===== src/cmp_defs.svh =====
// constants for the dual comparator event control block
`ifndef CMP_DEFS_SVH
`define CMP_DEFS_SVH

// register byte offsets inside the block window
`define CMP_ADDR_RANGE   7:0
`define CMP_OFF_CTRL_A   8'h00
`define CMP_OFF_CTRL_B   8'h04
`define CMP_OFF_REF      8'h08
`define CMP_OFF_STATUS   8'h0C
`define CMP_OFF_MASK     8'h10
`define CMP_OFF_IRQ_EN   8'h14
`define CMP_OFF_OUT      8'h18

// control/status register fields (one per comparator)
`define CMP_CTRL_MODE    2:0
`define CMP_CTRL_EN      3
`define CMP_CTRL_FLAG    4
`define CMP_CTRL_CONN    5
`define CMP_CTRL_POS     7:6

// reference control register fields
`define CMP_REF_A_REF    1:0
`define CMP_REF_B_REF    3:2
`define CMP_REF_A_SAMP   5:4
`define CMP_REF_B_SAMP   7:6

// interrupt status / mask / enable / output bits
`define CMP_BIT_A        0
`define CMP_BIT_B        1
`define CMP_IRQ_EN_BIT   0

// reset values
`define CMP_CTRL_RST     8'h00
`define CMP_REF_RST      8'h00
`define CMP_IRQ_RST      2'h0
`define CMP_RD_ZERO      32'h00000000
`define CMP_PAD_BYTE     24'h000000
`define CMP_PAD_PAIR     30'h00000000

// interrupt condition codes
`define CMP_MODE_LOW     3'h0
`define CMP_MODE_HIGH    3'h1
`define CMP_MODE_TOG     3'h2
`define CMP_MODE_TOG_DB  3'h3
`define CMP_MODE_FALL    3'h4
`define CMP_MODE_RISE    3'h5
`define CMP_MODE_FALL_DB 3'h6
`define CMP_MODE_RISE_DB 3'h7

// sampling strobe codes
`define CMP_SEL_CLK      2'h0
`define CMP_SEL_T0       2'h1
`define CMP_SEL_T1       2'h2
`define CMP_SEL_T2       2'h3

// negative terminal codes (3 = nominal as well)
`define CMP_REF_NOM      2'h0
`define CMP_REF_LOW      2'h1
`define CMP_REF_HIGH     2'h2

// filter and debounce counts
`define CMP_FILT_LAST    2'h3
`define CMP_FILT_ONE     2'h1
`define CMP_FILT_ZERO    2'h0
`define CMP_DEB_LAST     1'h1

// ahb-lite codes
`define CMP_HTRANS_ACT   1
`define CMP_HSIZE_WORD   3'h2
`define CMP_HRESP_OKAY   1'h0

`endif


===== src/cmp_pkg.sv =====
// types shared by the comparator event control modules
package cmp_pkg;

	// debounce sequencer states
	typedef enum logic [0:0] {
		DEB_IDLE,
		DEB_WAIT
	} cmp_deb_state_t;

endpackage


===== src/cmp_event.sv =====
// per-comparator sampling, filtering, debouncing and event detection
`timescale 1ns/10ps
`include "cmp_defs.svh"

module cmp_event (
	// clock and reset
	input  wire logic       i_clk,
	input  wire logic       i_nrst,
	// configuration
	input  wire logic       i_active,
	input  wire logic [1:0] i_sample_sel,
	input  wire logic [2:0] i_mode,
	// sources
	input  wire logic       i_cmp,
	input  wire logic [2:0] i_ovf,
	// results
	output logic            o_event,
	output logic            o_out
);

	logic                    cur;
	logic                    strobe;
	logic                    stable_ff;
	logic [1:0]              cnt_ff;
	logic                    edge_ok;
	logic                    rise;
	logic                    fall;
	logic                    debounced;
	logic                    deb_hit;
	logic                    exp_ff;
	logic                    ovf_cnt_ff;
	cmp_pkg::cmp_deb_state_t state_ff;

	// strobe chosen by the sampling-select field
	function automatic logic sel_strobe(input logic [1:0] sel, input logic [2:0] ovf);
		case (sel)
			`CMP_SEL_CLK: sel_strobe = 1'b1;
			`CMP_SEL_T0:  sel_strobe = ovf[0];
			`CMP_SEL_T1:  sel_strobe = ovf[1];
			default:      sel_strobe = ovf[2];
		endcase
	endfunction

	// does a confirmed transition satisfy the edge or toggle condition
	function automatic logic edge_match(input logic [2:0] mode, input logic r, input logic f);
		case (mode)
			`CMP_MODE_TOG, `CMP_MODE_TOG_DB:   edge_match = r | f;
			`CMP_MODE_RISE, `CMP_MODE_RISE_DB: edge_match = r;
			`CMP_MODE_FALL, `CMP_MODE_FALL_DB: edge_match = f;
			default:                           edge_match = 1'b0;
		endcase
	endfunction

	assign cur       = i_active & i_cmp;
	assign strobe    = sel_strobe(i_sample_sel, i_ovf);
	assign debounced = (i_mode == `CMP_MODE_TOG_DB) | (i_mode == `CMP_MODE_FALL_DB) |
	                   (i_mode == `CMP_MODE_RISE_DB);

	// transition accepted at once on the clock strobe, after four equal samples on a timer
	assign edge_ok = strobe & (cur != stable_ff) &
	                 ((i_sample_sel == `CMP_SEL_CLK) | (cnt_ff == `CMP_FILT_LAST));
	assign rise    = edge_ok & cur;
	assign fall    = edge_ok & ~cur;

	// previous accepted sample and the stability counter
	always_ff @(posedge i_clk or negedge i_nrst) begin
		if (!i_nrst) begin
			stable_ff <= 1'b0;
			cnt_ff    <= `CMP_FILT_ZERO;
		end else if (!i_active) begin
			stable_ff <= 1'b0;
			cnt_ff    <= `CMP_FILT_ZERO;
		end else if (strobe) begin
			if (cur == stable_ff || edge_ok) begin
				cnt_ff <= `CMP_FILT_ZERO;
			end else begin
				cnt_ff <= cnt_ff + `CMP_FILT_ONE;
			end
			if (edge_ok) begin
				stable_ff <= cur;
			end
		end
	end

	// resample two timer-1 overflows after an edge; free-running timer means 1..2 periods
	always_ff @(posedge i_clk or negedge i_nrst) begin
		if (!i_nrst) begin
			state_ff   <= cmp_pkg::DEB_IDLE;
			exp_ff     <= 1'b0;
			ovf_cnt_ff <= 1'b0;
		end else begin
			case (state_ff)
				cmp_pkg::DEB_IDLE: begin
					if (i_active && debounced && i_sample_sel == `CMP_SEL_CLK &&
					    edge_match(i_mode, rise, fall)) begin
						state_ff   <= cmp_pkg::DEB_WAIT;
						exp_ff     <= cur;
						ovf_cnt_ff <= 1'b0;
					end
				end
				cmp_pkg::DEB_WAIT: begin
					if (!i_active || !debounced || i_sample_sel != `CMP_SEL_CLK) begin
						state_ff <= cmp_pkg::DEB_IDLE;
					end else if (i_ovf[1]) begin
						if (ovf_cnt_ff == `CMP_DEB_LAST) begin
							state_ff <= cmp_pkg::DEB_IDLE;
						end else begin
							ovf_cnt_ff <= 1'b1;
						end
					end
				end
				default: state_ff <= cmp_pkg::DEB_IDLE;
			endcase
		end
	end

	assign deb_hit = (state_ff == cmp_pkg::DEB_WAIT) & i_active & debounced &
	                 (i_sample_sel == `CMP_SEL_CLK) & i_ovf[1] &
	                 (ovf_cnt_ff == `CMP_DEB_LAST) & (cur == exp_ff);

	// condition evaluation; nothing fires while the comparator is disabled
	always_comb begin
		o_event = 1'b0;
		case (i_mode)
			`CMP_MODE_LOW:  o_event = strobe & ~cur;
			`CMP_MODE_HIGH: o_event = strobe & cur;
			default: begin
				if (debounced && i_sample_sel == `CMP_SEL_CLK) begin
					o_event = deb_hit;
				end else begin
					o_event = edge_match(i_mode, rise, fall);
				end
			end
		endcase
		o_event = o_event & i_active;
	end

	assign o_out = cur;

endmodule // cmp_event


===== src/cmp_event_ctrl.sv =====
// top of the dual comparator event control block with its ahb-lite registers
// Functional notes
// - comparator output is one when positive input exceeds negative, else zero
// - bit 3 of each control register enables its own comparator
// - bit 5 connects analog inputs; software sets it before using comparator
// - flag sets when sampled output meets selected level, edge or toggle mode
// - flags readable and raise interrupt; only software writes clear them
// - both flags drive one shared interrupt request; software reads flags
// - two-bit field samples on every clock or timer 0, 1, 2 overflow
// - comparators and events keep running during processor idle
// - comparators forced disabled throughout power-down regardless of enables
// - two-bit field routes one of four shared pins to positive input
// - two-bit field picks reference or levels 100 mV above or below
// - clearing enable forces output low and blocks further flag setting
// - on timer strobes a change needs four stable samples to count
// - debounce on clock strobe resamples after two timer-1 overflows
//
// The implementer's own choices: the register offsets and register access over AHB-Lite.
`timescale 1ns/10ps
`include "cmp_defs.svh"

module cmp_event_ctrl (
	// clock and reset
	input  wire logic        I_CLOCK,
	input  wire logic        I_NRST,
	// ahb-lite slave
	input  wire logic        I_HSEL,
	input  wire logic [31:0] I_HADDR,
	input  wire logic [1:0]  I_HTRANS,
	input  wire logic        I_HWRITE,
	input  wire logic [2:0]  I_HSIZE,
	input  wire logic [31:0] I_HWDATA,
	input  wire logic        I_HREADY,
	output logic      [31:0] O_HRDATA,
	output logic             O_HREADYOUT,
	output logic             O_HRESP,
	// comparator outputs from the analog macro (asynchronous)
	input  wire logic        I_CMP_A_RAW,
	input  wire logic        I_CMP_B_RAW,
	// timer overflow strobes and power state (same clock)
	input  wire logic        I_T0_OVF,
	input  wire logic        I_T1_OVF,
	input  wire logic        I_T2_OVF,
	input  wire logic        I_PWR_DOWN,
	// comparator a analog controls
	output logic             O_CMP_A_POWER,
	output logic             O_CMP_A_CONNECT,
	output logic      [1:0]  O_CMP_A_POS_SEL,
	output logic      [1:0]  O_CMP_A_REF_SEL,
	// comparator b analog controls
	output logic             O_CMP_B_POWER,
	output logic             O_CMP_B_CONNECT,
	output logic      [1:0]  O_CMP_B_POS_SEL,
	output logic      [1:0]  O_CMP_B_REF_SEL,
	// gated comparator outputs and shared interrupt
	output logic      [1:0]  O_CMP_OUT,
	output logic             O_IRQ
);

	// register state
	logic [7:0]  cmp_a_ctrl_status_ff;
	logic [7:0]  cmp_b_ctrl_status_ff;
	logic [7:0]  cmp_reference_ctrl_ff;
	logic [1:0]  irq_status_ff;
	logic [1:0]  irq_mask_ff;
	logic        cmp_irq_enable_ff;

	// bus pipeline state
	logic        wr_pend_ff;
	logic [7:0]  wr_addr_ff;
	logic        rd_pend_ff;
	logic [7:0]  rd_addr_ff;
	logic [31:0] hrdata_ff;
	logic        hreadyout_ff;
	logic        hresp_ff;

	// output flops
	logic        a_power_ff;
	logic        b_power_ff;
	logic        a_connect_ff;
	logic        b_connect_ff;
	logic [1:0]  cmp_out_ff;
	logic        irq_ff;

	// internal nets
	logic        addr_ok;
	logic [1:0]  cmp_sync;
	logic        a_active;
	logic        b_active;
	logic        a_event;
	logic        b_event;
	logic        a_out;
	logic        b_out;
	logic [2:0]  ovf;
	logic        wr_ctrl_a;
	logic        wr_ctrl_b;
	logic        rd_status;
	logic [31:0] rd_mux;
	logic [1:0]  nxt_irq_status;
	logic        nxt_a_flag;
	logic        nxt_b_flag;

	// register decode shared by the read and write sides
	function automatic logic hit(input logic [7:0] addr, input logic [7:0] off);
		hit = (addr == off);
	endfunction

	// flag update: an event in the clearing cycle wins over the clear
	function automatic logic flag_next(input logic flag, input logic evt,
	                                  input logic wr, input logic wbit);
		flag_next = evt | (flag & ~(wr & ~wbit));
	endfunction

	// a transfer is taken only when selected, active and the bus is ready
	assign addr_ok = I_HSEL & I_HTRANS[`CMP_HTRANS_ACT] & I_HREADY;

	// write address phase; only whole-word writes are honoured
	always_ff @(posedge I_CLOCK or negedge I_NRST) begin
		if (!I_NRST) begin
			wr_pend_ff <= 1'b0;
			wr_addr_ff <= 8'h00;
		end else if (I_HREADY) begin
			wr_pend_ff <= addr_ok & I_HWRITE & (I_HSIZE == `CMP_HSIZE_WORD);
			wr_addr_ff <= I_HADDR[`CMP_ADDR_RANGE];
		end
	end

	// read address phase; one wait state so a write just before is already stored
	always_ff @(posedge I_CLOCK or negedge I_NRST) begin
		if (!I_NRST) begin
			rd_pend_ff <= 1'b0;
			rd_addr_ff <= 8'h00;
		end else begin
			rd_pend_ff <= addr_ok & ~I_HWRITE;
			if (addr_ok && !I_HWRITE) begin
				rd_addr_ff <= I_HADDR[`CMP_ADDR_RANGE];
			end
		end
	end

	// ready drops for the first read data cycle; response is always okay
	always_ff @(posedge I_CLOCK or negedge I_NRST) begin
		if (!I_NRST) begin
			hreadyout_ff <= 1'b1;
			hresp_ff     <= `CMP_HRESP_OKAY;
		end else begin
			hreadyout_ff <= ~(addr_ok & ~I_HWRITE);
			hresp_ff     <= `CMP_HRESP_OKAY;
		end
	end

	// write strobes and the read-clear strobe
	assign wr_ctrl_a = wr_pend_ff & hit(wr_addr_ff, `CMP_OFF_CTRL_A);
	assign wr_ctrl_b = wr_pend_ff & hit(wr_addr_ff, `CMP_OFF_CTRL_B);
	assign rd_status = rd_pend_ff & hit(rd_addr_ff, `CMP_OFF_STATUS);

	// read multiplexer; unmapped offsets read as zero
	always_comb begin
		rd_mux = `CMP_RD_ZERO;
		if (hit(rd_addr_ff, `CMP_OFF_CTRL_A)) begin
			rd_mux = {`CMP_PAD_BYTE, cmp_a_ctrl_status_ff};
		end else if (hit(rd_addr_ff, `CMP_OFF_CTRL_B)) begin
			rd_mux = {`CMP_PAD_BYTE, cmp_b_ctrl_status_ff};
		end else if (hit(rd_addr_ff, `CMP_OFF_REF)) begin
			rd_mux = {`CMP_PAD_BYTE, cmp_reference_ctrl_ff};
		end else if (hit(rd_addr_ff, `CMP_OFF_STATUS)) begin
			rd_mux = {`CMP_PAD_PAIR, irq_status_ff};
		end else if (hit(rd_addr_ff, `CMP_OFF_MASK)) begin
			rd_mux = {`CMP_PAD_PAIR, irq_mask_ff};
		end else if (hit(rd_addr_ff, `CMP_OFF_IRQ_EN)) begin
			rd_mux = {`CMP_PAD_PAIR, 1'b0, cmp_irq_enable_ff};
		end else if (hit(rd_addr_ff, `CMP_OFF_OUT)) begin
			rd_mux = {`CMP_PAD_PAIR, cmp_out_ff};
		end
	end

	// read data held until the next read is taken
	always_ff @(posedge I_CLOCK or negedge I_NRST) begin
		if (!I_NRST) begin
			hrdata_ff <= `CMP_RD_ZERO;
		end else if (rd_pend_ff) begin
			hrdata_ff <= rd_mux;
		end
	end

	// comparator outputs cross into the clock domain
	cmp_sync u_sync (
		.i_clk   (I_CLOCK),
		.i_nrst  (I_NRST),
		.i_async ({I_CMP_B_RAW, I_CMP_A_RAW}),
		.o_sync  (cmp_sync)
	);

	assign ovf = {I_T2_OVF, I_T1_OVF, I_T0_OVF};

	// idle does not appear here on purpose: the block keeps running in idle
	assign a_active = cmp_a_ctrl_status_ff[`CMP_CTRL_EN] & ~I_PWR_DOWN;
	assign b_active = cmp_b_ctrl_status_ff[`CMP_CTRL_EN] & ~I_PWR_DOWN;

	// comparator a event logic
	cmp_event u_event_a (
		.i_clk        (I_CLOCK),
		.i_nrst       (I_NRST),
		.i_active     (a_active),
		.i_sample_sel (cmp_reference_ctrl_ff[`CMP_REF_A_SAMP]),
		.i_mode       (cmp_a_ctrl_status_ff[`CMP_CTRL_MODE]),
		.i_cmp        (cmp_sync[`CMP_BIT_A]),
		.i_ovf        (ovf),
		.o_event      (a_event),
		.o_out        (a_out)
	);

	// comparator b event logic
	cmp_event u_event_b (
		.i_clk        (I_CLOCK),
		.i_nrst       (I_NRST),
		.i_active     (b_active),
		.i_sample_sel (cmp_reference_ctrl_ff[`CMP_REF_B_SAMP]),
		.i_mode       (cmp_b_ctrl_status_ff[`CMP_CTRL_MODE]),
		.i_cmp        (cmp_sync[`CMP_BIT_B]),
		.i_ovf        (ovf),
		.o_event      (b_event),
		.o_out        (b_out)
	);

	// event flags: hardware only sets them, a written zero clears them
	assign nxt_a_flag = flag_next(cmp_a_ctrl_status_ff[`CMP_CTRL_FLAG], a_event,
	                              wr_ctrl_a, I_HWDATA[`CMP_CTRL_FLAG]);
	assign nxt_b_flag = flag_next(cmp_b_ctrl_status_ff[`CMP_CTRL_FLAG], b_event,
	                              wr_ctrl_b, I_HWDATA[`CMP_CTRL_FLAG]);

	// comparator a control register
	always_ff @(posedge I_CLOCK or negedge I_NRST) begin
		if (!I_NRST) begin
			cmp_a_ctrl_status_ff <= `CMP_CTRL_RST;
		end else begin
			if (wr_ctrl_a) begin
				cmp_a_ctrl_status_ff[`CMP_CTRL_POS]  <= I_HWDATA[`CMP_CTRL_POS];
				cmp_a_ctrl_status_ff[`CMP_CTRL_CONN] <= I_HWDATA[`CMP_CTRL_CONN];
				cmp_a_ctrl_status_ff[`CMP_CTRL_EN]   <= I_HWDATA[`CMP_CTRL_EN];
				cmp_a_ctrl_status_ff[`CMP_CTRL_MODE] <= I_HWDATA[`CMP_CTRL_MODE];
			end
			cmp_a_ctrl_status_ff[`CMP_CTRL_FLAG] <= nxt_a_flag;
		end
	end

	// comparator b control register
	always_ff @(posedge I_CLOCK or negedge I_NRST) begin
		if (!I_NRST) begin
			cmp_b_ctrl_status_ff <= `CMP_CTRL_RST;
		end else begin
			if (wr_ctrl_b) begin
				cmp_b_ctrl_status_ff[`CMP_CTRL_POS]  <= I_HWDATA[`CMP_CTRL_POS];
				cmp_b_ctrl_status_ff[`CMP_CTRL_CONN] <= I_HWDATA[`CMP_CTRL_CONN];
				cmp_b_ctrl_status_ff[`CMP_CTRL_EN]   <= I_HWDATA[`CMP_CTRL_EN];
				cmp_b_ctrl_status_ff[`CMP_CTRL_MODE] <= I_HWDATA[`CMP_CTRL_MODE];
			end
			cmp_b_ctrl_status_ff[`CMP_CTRL_FLAG] <= nxt_b_flag;
		end
	end

	// reference and sampling selects; no interlock with connect, software owns that
	always_ff @(posedge I_CLOCK or negedge I_NRST) begin
		if (!I_NRST) begin
			cmp_reference_ctrl_ff <= `CMP_REF_RST;
		end else if (wr_pend_ff && hit(wr_addr_ff, `CMP_OFF_REF)) begin
			cmp_reference_ctrl_ff <= I_HWDATA[7:0];
		end
	end

	// sticky interrupt status: events set, a read clears, set wins
	assign nxt_irq_status = {b_event, a_event} | (irq_status_ff & {2{~rd_status}});

	always_ff @(posedge I_CLOCK or negedge I_NRST) begin
		if (!I_NRST) begin
			irq_status_ff <= `CMP_IRQ_RST;
		end else begin
			irq_status_ff <= nxt_irq_status;
		end
	end

	// interrupt mask and global comparator interrupt enable
	always_ff @(posedge I_CLOCK or negedge I_NRST) begin
		if (!I_NRST) begin
			irq_mask_ff       <= `CMP_IRQ_RST;
			cmp_irq_enable_ff <= 1'b0;
		end else begin
			if (wr_pend_ff && hit(wr_addr_ff, `CMP_OFF_MASK)) begin
				irq_mask_ff <= I_HWDATA[1:0];
			end
			if (wr_pend_ff && hit(wr_addr_ff, `CMP_OFF_IRQ_EN)) begin
				cmp_irq_enable_ff <= I_HWDATA[`CMP_IRQ_EN_BIT];
			end
		end
	end

	// one shared request; handler reads status or flags to find the source
	always_ff @(posedge I_CLOCK or negedge I_NRST) begin
		if (!I_NRST) begin
			irq_ff <= 1'b0;
		end else begin
			irq_ff <= cmp_irq_enable_ff & |(irq_status_ff & irq_mask_ff);
		end
	end

	// analog-side controls; power forced off in power-down
	always_ff @(posedge I_CLOCK or negedge I_NRST) begin
		if (!I_NRST) begin
			a_power_ff   <= 1'b0;
			b_power_ff   <= 1'b0;
			a_connect_ff <= 1'b0;
			b_connect_ff <= 1'b0;
		end else begin
			a_power_ff   <= a_active;
			b_power_ff   <= b_active;
			a_connect_ff <= cmp_a_ctrl_status_ff[`CMP_CTRL_CONN];
			b_connect_ff <= cmp_b_ctrl_status_ff[`CMP_CTRL_CONN];
		end
	end

	// gated comparator outputs, low whenever disabled
	always_ff @(posedge I_CLOCK or negedge I_NRST) begin
		if (!I_NRST) begin
			cmp_out_ff <= 2'h0;
		end else begin
			cmp_out_ff <= {b_out, a_out};
		end
	end

	// bus outputs
	assign O_HRDATA    = hrdata_ff;
	assign O_HREADYOUT = hreadyout_ff;
	assign O_HRESP     = hresp_ff;

	// analog controls straight from register and output flops
	assign O_CMP_A_POWER   = a_power_ff;
	assign O_CMP_A_CONNECT = a_connect_ff;
	assign O_CMP_A_POS_SEL = cmp_a_ctrl_status_ff[`CMP_CTRL_POS];
	assign O_CMP_A_REF_SEL = cmp_reference_ctrl_ff[`CMP_REF_A_REF];
	assign O_CMP_B_POWER   = b_power_ff;
	assign O_CMP_B_CONNECT = b_connect_ff;
	assign O_CMP_B_POS_SEL = cmp_b_ctrl_status_ff[`CMP_CTRL_POS];
	assign O_CMP_B_REF_SEL = cmp_reference_ctrl_ff[`CMP_REF_B_REF];
	assign O_CMP_OUT       = cmp_out_ff;
	assign O_IRQ           = irq_ff;

endmodule // cmp_event_ctrl


===== src/cmp_sync.sv =====
// two-stage synchroniser for the comparator outputs
`timescale 1ns/10ps

module cmp_sync (
	// clock and reset
	input  wire logic       i_clk,
	input  wire logic       i_nrst,
	// asynchronous in, synchronous out
	input  wire logic [1:0] i_async,
	output logic      [1:0] o_sync
);

	logic [1:0] meta_ff;
	logic [1:0] sync_ff;

	// first stage is read only by the second stage
	always_ff @(posedge i_clk or negedge i_nrst) begin
		if (!i_nrst) begin
			meta_ff <= 2'h0;
			sync_ff <= 2'h0;
		end else begin
			meta_ff <= i_async;
			sync_ff <= meta_ff;
		end
	end

	assign o_sync = sync_ff;

endmodule // cmp_sync

===== config.mk =====
export PLATFORM = sky130hd
export DESIGN_NAME = cmp_event_ctrl
export DESIGN_NICKNAME = d
export VERILOG_FILES = /design/src/cmp_pkg.sv /design/src/cmp_event.sv /design/src/cmp_event_ctrl.sv /design/src/cmp_sync.sv
export VERILOG_INCLUDE_DIRS = /design/src
export SDC_FILE = /design/constraint.sdc
export NUM_CORES = 1
export LEC_CHECK = 0
export BUFFER_PORTS_ARGS = -buffer_cell sky130_fd_sc_hd__buf_2
export CORE_MARGIN = 2
export CORE_UTILIZATION = 52
export DETAILED_ROUTE_END_ITERATION = 10
export HOLD_SLACK_MARGIN = 0.08
export MAX_ROUTING_LAYER = met4
export PLACE_DENSITY = 0.84
export SLEW_MARGIN = 0
export SYNTH_ARGS = -nofsm -noshare
export SYNTH_HDL_FRONTEND = slang
export SYNTH_HIERARCHICAL = 1
export SYNTH_SLANG_ARGS = --single-unit

===== constraint.sdc =====
create_clock -name I_CLOCK -period 1.9 [get_ports I_CLOCK]
set_input_delay 0.095 -clock I_CLOCK [delete_from_list [all_inputs] [get_ports I_CLOCK]]
set_output_delay 0.095 -clock I_CLOCK [all_outputs]
set_load 0.005 [all_outputs]

Word level (Yosys, flattened, before mapping)
Cells that the tools add are included.
{ "word_totals": {"word_cells": 238, "input_bits": 80, "register_bits": 103, "output_inout_bits": 49} }
{ "op_classes": {"n_eq_ne": 47, "addsub": 2, "reduce_logical": 44, "bitwise_logic": 67, "muxes": 46} }
{ "op_table": {"columns": ["operator", "n"], "rows": [
  ["1-bit bitwise AND", 43],
  ["8-bit by 5-bit == test with 1-bit output, second input constant", 5],
  ["3-bit == test, second input constant", 8],
  ["8-bit by 4-bit == test with 1-bit output, second input constant", 3],
  ["8-bit 2-to-1 mux", 3],
  ["1-bit 2-to-1 mux", 23],
  ["2-bit 2-to-1 mux", 10],
  ["8-bit by 3-bit == test with 1-bit output, second input constant", 2],
  ["8-bit logical NOT", 2],
  ["3-bit by 2-bit == test with 1-bit output, second input constant", 5],
  ["2-bit OR reduction", 7],
  ["1-bit logical AND", 12],
  ["2-bit by 1-bit != test with 1-bit output, second input constant", 6],
  ["1-bit one-hot mux with 2 select lines", 6],
  ["1-bit one-hot mux with 3 select lines", 4],
  ["1-bit inverter", 11],
  ["1-bit OR", 10],
  ["2-bit == test, second input constant", 4],
  ["2-bit != test, second input constant", 4],
  ["2-bit AND reduction", 4],
  ["3-bit by 1-bit == test with 1-bit output, second input constant", 2],
  ["3-bit logical NOT", 2],
  ["1-bit logical OR", 6],
  ["3-bit AND reduction", 2],
  ["9 further kinds", 22]
]} }

Longest topological paths before layout
{ "depth": {"ltp_word": 13, "ltp_mapped": 8, "mapped_depth_nobuf": 7} }

Cells and area by module
The synthesis kept the hierarchy.
{ "modules_own_cells": {"columns": ["mod", "area_per_inst_um2", "cells_each", "seq_area_each_um2", "instances"], "rows": [
  ["cmp_event_ctrl", 2944.1, 248, 1577.8, 1],
  ["cmp_event at u_event_a", 648.1, 68, 150.1, 1],
  ["cmp_event at u_event_b", 509.2, 61, 150.1, 1],
  ["cmp_sync", 100.1, 4, 100.1, 1]
]} }

Least setup slack after synthesis
Ideal clock, no wire load.
{ "synth_path": {"path_type": "flip-flop to flip-flop", "startpoint": "register cmp_b_ctrl_status_ff[3]", "endpoint": "register cmp_b_ctrl_status_ff[4]", "t_arrival_ns": 1.687, "setup_ns": 0.066, "required_ns": 1.834, "n_path_buf": 0, "path_slack_ns": 0.147, "path_stages_with_launch": 7, "synth_period_minus_slack_ns": 1.753, "cell_sequence": "dfrtp_1 > nor2b_1 > nand2_1 > xnor2_1 > or4_1 > a31oi_1 > nand2b_1"} }
{ "synth_between": {"elab_chain_cells": 12, "word_cells_on_any_way": 23, "classes_between": "eq/ne: 2; mux: 3; bitwise: 18"} }
{ "synth_rtl": {"columns": ["item", "line", "rtl"], "rows": [
  ["start: declaration", "cmp_event_ctrl.sv:62", "logic [7:0] cmp_b_ctrl_status_ff;"],
  ["start signal: assignment", "cmp_event_ctrl.sv:250", "cmp_b_ctrl_status_ff <= `CMP_CTRL_RST;"],
  ["start signal: indexed assignment", "cmp_event_ctrl.sv:253", "cmp_b_ctrl_status_ff[`CMP_CTRL_POS] <= I_HWDATA[`CMP_CTRL_POS];"],
  ["start signal: indexed assignment", "cmp_event_ctrl.sv:254", "cmp_b_ctrl_status_ff[`CMP_CTRL_CONN] <= I_HWDATA[`CMP_CTRL_CONN];"],
  ["1-bit bitwise AND *", "cmp_event_ctrl.sv:198", "assign b_active = cmp_b_ctrl_status_ff[`CMP_CTRL_EN] & ~I_PWR_DOWN;"],
  ["named net b_active", "cmp_event_ctrl.sv:89", "logic b_active;"],
  ["1-bit bitwise AND", "cmp_event.sv:54", "assign cur = i_active & i_cmp;"],
  ["1-bit != test", "cmp_event.sv:60", "assign edge_ok = strobe & (cur != stable_ff) &"],
  ["1-bit bitwise AND (2 in a row)", "cmp_event.sv:60", null],
  ["1-bit bitwise AND, on equally long branches", "cmp_event.sv:62, cmp_event.sv:63", null],
  ["1-bit OR", "cmp_event.sv:47", "`CMP_MODE_TOG, `CMP_MODE_TOG_DB: edge_match = r | f;"],
  ["1-bit one-hot mux with 3 select lines", "cmp_event.sv:46", "case (mode)"],
  ["1-bit 2-to-1 mux", "cmp_event.sv:128", "if (debounced && i_sample_sel == `CMP_SEL_CLK) begin"],
  ["1-bit one-hot mux with 2 select lines", "cmp_event.sv:124", "case (i_mode)"],
  ["1-bit bitwise AND *", "cmp_event.sv:135", "o_event = o_event & i_active;"],
  ["named net b_event", "cmp_event_ctrl.sv:91", "logic b_event;"],
  ["1-bit OR *", "cmp_event_ctrl.sv:111", "flag_next = evt | (flag & ~(wr & ~wbit));"],
  ["named net nxt_b_flag", "cmp_event_ctrl.sv:101", "logic nxt_b_flag;"]
]} }
Mark *: on every way through the listed nets, which the timed path passes. The rest lies on a longest branch.
A chain may end at the register's enable or synchronous reset.

Worst setup path in the final report
{ "layout_path": {"startpoint": "input port I_PWR_DOWN", "endpoint": "register cmp_a_ctrl_status_ff[4]"} }
{ "layout_between": {"elab_chain_cells": 13, "word_cells_on_any_way": 24, "classes_between": "eq/ne: 2; mux: 3; bitwise: 19"} }
{ "layout_rtl": {"columns": ["item", "line", "rtl"], "rows": [
  ["start: declaration", "cmp_event_ctrl.sv:44", "input wire logic I_PWR_DOWN,"],
  ["1-bit inverter *", "cmp_event_ctrl.sv:197", "assign a_active = cmp_a_ctrl_status_ff[`CMP_CTRL_EN] & ~I_PWR_DOWN;"],
  ["1-bit bitwise AND *", "cmp_event_ctrl.sv:197", null],
  ["named net a_active", "cmp_event_ctrl.sv:88", "logic a_active;"],
  ["1-bit bitwise AND", "cmp_event.sv:54", null],
  ["1-bit != test", "cmp_event.sv:60", null],
  ["1-bit bitwise AND (2 in a row)", "cmp_event.sv:60", null],
  ["1-bit bitwise AND, on equally long branches", "cmp_event.sv:62, cmp_event.sv:63", null],
  ["1-bit OR", "cmp_event.sv:47", null],
  ["1-bit one-hot mux with 3 select lines", "cmp_event.sv:46", null],
  ["1-bit 2-to-1 mux", "cmp_event.sv:128", null],
  ["1-bit one-hot mux with 2 select lines", "cmp_event.sv:124", null],
  ["1-bit bitwise AND *", "cmp_event.sv:135", null],
  ["named net a_event", "cmp_event_ctrl.sv:90", "logic a_event;"],
  ["1-bit OR *", "cmp_event_ctrl.sv:111", null],
  ["named net nxt_a_flag", "cmp_event_ctrl.sv:100", "logic nxt_a_flag;"],
  ["end signal: assignment", "cmp_event_ctrl.sv:235", "cmp_a_ctrl_status_ff <= `CMP_CTRL_RST;"],
  ["end signal: indexed assignment", "cmp_event_ctrl.sv:238", "cmp_a_ctrl_status_ff[`CMP_CTRL_POS] <= I_HWDATA[`CMP_CTRL_POS];"],
  ["end signal: indexed assignment", "cmp_event_ctrl.sv:239", "cmp_a_ctrl_status_ff[`CMP_CTRL_CONN] <= I_HWDATA[`CMP_CTRL_CONN];"],
  ["end: declaration", "cmp_event_ctrl.sv:61", "logic [7:0] cmp_a_ctrl_status_ff;"]
]} }
Marks and branches as above.

==> key figures <==
Setup path
  – Crit path max fanout: 5
  – Crit Path Class: in2reg
  – Critical path arrival: approximately 2200 ps
  – Worst Path Required: between 2000 and 2500 ps
  – Worst Setup End Kind: flop
  – Startpoint Class: primary input

Power and ir drop
  – Peak supply drop: 0.4450 mV
  – PD cells: 752.7 nW/µm²
  – P_leak: about 2.4 nW

Die
  – IO Pins: between 100 and 150
  – Core ar.: 7767 µm²
  – Full die area: 8815 µm²
  – Row Count: 32
  – Initial core utilization: 0.5409
  – Die height: 93.89 µm
  – Die width: between 90 and 100 µm

Drt
  – First-pass iteration count of the detailed router: 4
  – Vias: 3,197
  – Starting DRT DRC Count: 174
  – Via density: about 5.4
  – Final ANT Viol Nets: 0
  – DRC viols: 0
  – Wirelength per Cell: 16.86 µm
  – Final WL: 9.946 mm

Synthesis
  – Commonest cells in the netlist: 78 x dfrtp_1, 34 x buf_4, 33 x nand2_1, 27 x mux2_2, 17 x inv_1
  – Mapped Area: 4202 µm²
  – Leading cell type by number of instances after synthesis: dfrtp_1
  – Yosys warns: 6
  – Post-synth EDFFs: 0
  – Cell taking the most area after synthesis: dfrtp_1
  – Synth async-reset ratio: 1.000
  – Synth top area share: 0.4646
  – Sequential area share after synthesis: 0.4708
  – Avg Cell Area, Syn: 11.03 µm²
  – Synth unique cells: 67
  – Mapped Cells: 381
  – Synth Flop Type: dfrtp_1
  – Register bit total from synthesis: 79
  – Top cells by area, synth: dfrtp_1 46%, mux2_2 7.2%, buf_4 6.1%

Final layout
  – Layout Utilization: 0.6600
  – N_diodes: 0
  – Sequential cell area: 1979 µm²
  – Cell area after layout: 5126 µm²
  – Layout fillers: 596
  – Multi-input logic area: 1982 µm²
  – Final nets: 565
  – Layout cells sized above 1: 0.3463
  – Synthesis-to-layout area growth: 22.01%

STA
  – Unrepaired setup endpoints after global routing: yes
  – Final setup fails: 0
  – Layout Skew: approximately 12 ps
  – Final Hold Violating Endpoints: 0
  – Final worst-path cycle share: 0.9831
  – Slew margin rel.: 0.6232
  – Slew @ Worst Pin: 565.1 ps
  – Max Fclk: about 0.54 GHz
  – Fin. max-slew vios: 0
  – Tmin final: 1868 ps

Clock tree
  – Skew-Pair Late Insertion Delay: 360 ps
  – TritonCTS clock tree: built
  – Worst-path clk slew: 90 ps
  – CTS Buffer Depth: 2
  – H-tree lvl count: 3
  – Root Buffer: clkbuf_8
  – Total CTS buffers: 9
  – Clk sinks: 79

Placed design
  – PortBufs: 54
  – Placer Congestion: 0.8832
  – Placed cell area: 4623 µm²
  – Post-DP HPWL: 6.817 mm

Global routing
  – First-pass GRT wire length: 15.91 mm
  – Pin count of the biggest net entering global routing: 42
  – Grt peak-use layer: met2
  – Vias in the first global route: ~3.3k
  – Remaining Overflow, GRT: 0
  – Grt met2 use: 0.4214
  – Met3 usage: 0.05136
  – Antenna violations before repair: 0
  – Total track usage: 0.2433
  – M1 GR Usage: 0.2798

Flow run
  – Max_cap viols: 0

Run status
  – Outcome: complete, no violations

Worst hold path
  – Worst min path class: in2reg
-- cell usage in the layout (no fill, tap or decap), drive strengths merged, types with 8 or more instances in the layout --
| cell type | count |
|---|---|
| nand3 | 8 |
| nor2 | 16 |
| nand2b | 11 |
| dlygate4sd3 | 22 |
| clkbuf | 10 |
| dfrtp | 78 |
| conb | 25 |
| o22ai | 10 |
| nor2b | 8 |
| mux2 | 36 |
| nand2 | 33 |
| mux2i | 13 |
| inv | 19 |
| buf | 90 |
| a21oi | 18 |
-- path summary, 6_finish.rpt --
path	slack, ps	end	startpoint	cells past startpoint
setup / recovery	30	cmp_a_ctrl_status_ff[4]	I_PWR_DOWN	9
hold / removal	140	wr_pend_ff	I_HREADY	2
setup reg to reg	40	irq_status_ff[0]	cmp_a_ctrl_status_ff[3]	7
hold reg to reg	350	u_sync/o_sync[1]	u_sync/meta_ff[1]	0
max in group asynchronous	1010	cmp_a_ctrl_status_ff[2]	I_NRST	3
min in group asynchronous	260	u_event_b/cnt_ff[0]	I_NRST	2
-- final cells by class --
class                           count  share of cell area
Multi-Input combinational cell    263              0.3866
Sequential cell                    79              0.3861
Timing Repair Buffer              112              0.1513
Clock buffer                       10             0.02490
Tap cell                          102             0.02490
Inverter                           18             0.01318
Clock inverter                      6             0.01294
-- registers in the layout, summed over array words and instances (netlist names), 2 cells and up --
register / count
u_event_a/cnt_ff: 2
rd_addr_ff: 8
u_sync/o_sync: 2
cmp_b_ctrl_status_ff: 8
O_HRDATA: 8
wr_addr_ff: 8
cmp_reference_ctrl_ff: 8
u_sync/meta_ff: 2
irq_status_ff: 2
cmp_a_ctrl_status_ff: 8
irq_mask_ff: 2
u_event_b/cnt_ff: 2
O_CMP_OUT: 2
-- where the power goes --
group	internal (mW)	total [mW]	switching (mW)
registers	1.81	1.96	0.141
logic	0.321	0.638	0.316
clock network	0.615	1.27	0.651
total	2.75	3.86	1.11
-- cell families (layout without fill, tap and decap cells) --
logic type	after synthesis	in the layout	synth area share
simple gates	115	116	0.1677
flops	79	79	0.4708
compound gates	68	68	0.1194
buf+inv	64	146	0.09440
mux	49	49	0.1346
xor+xnor	3	3	0.006255
fa+ha+maj	2	2	0.005955
other cells	1	25	0.0008925
-- worst max-delay path, stage by stage --
cell	delay, ps
dlygate4sd3_1	540
buf_2	160
nor2b_4	170
and4bb_1	260
o2111a_2	250
a221oi_2	60
nor4b_4	370
nor2_1	80
a21oi_1	150
-- metrics by stage --
stage	cells	TNS, ps	hold WS [ps]	setup WS (ps)	total power [mW]
6_report	590	0	136.6	32.05	3.859
5_1_grt	590	-82.01	181.7	-36.10	4.023
4_1_cts	587	0	141.9	4.764	3.861
3_5_place_dp	548	-102.3	114.3	-47.48	2.569
3_3_place_gp	548	-8.144	110.3	-5.378	2.542
2_1_floorplan	405	0	-200.6	146.9	2.361
-- per-layer routing --
metal,vias up,wire (µm),share of wire
li1,1504,-,-
met1,1582,4130,0.42
met2,95,5214,0.52
met3,16,432,0.043
met4,0,169,0.017
met5,-,0,0
-- repair_timing --
item | CTS | global route
pin swaps | 1 | 6
hold buffers | 22 | 0
resized for setup | 6 | 6
setup endpoints to repair | 4 | 5
buffers inserted | 2 | 3
cloned | 0 | 1
hold endpoints to repair | 86 | 0
Power figures use the tool's default switching activity.
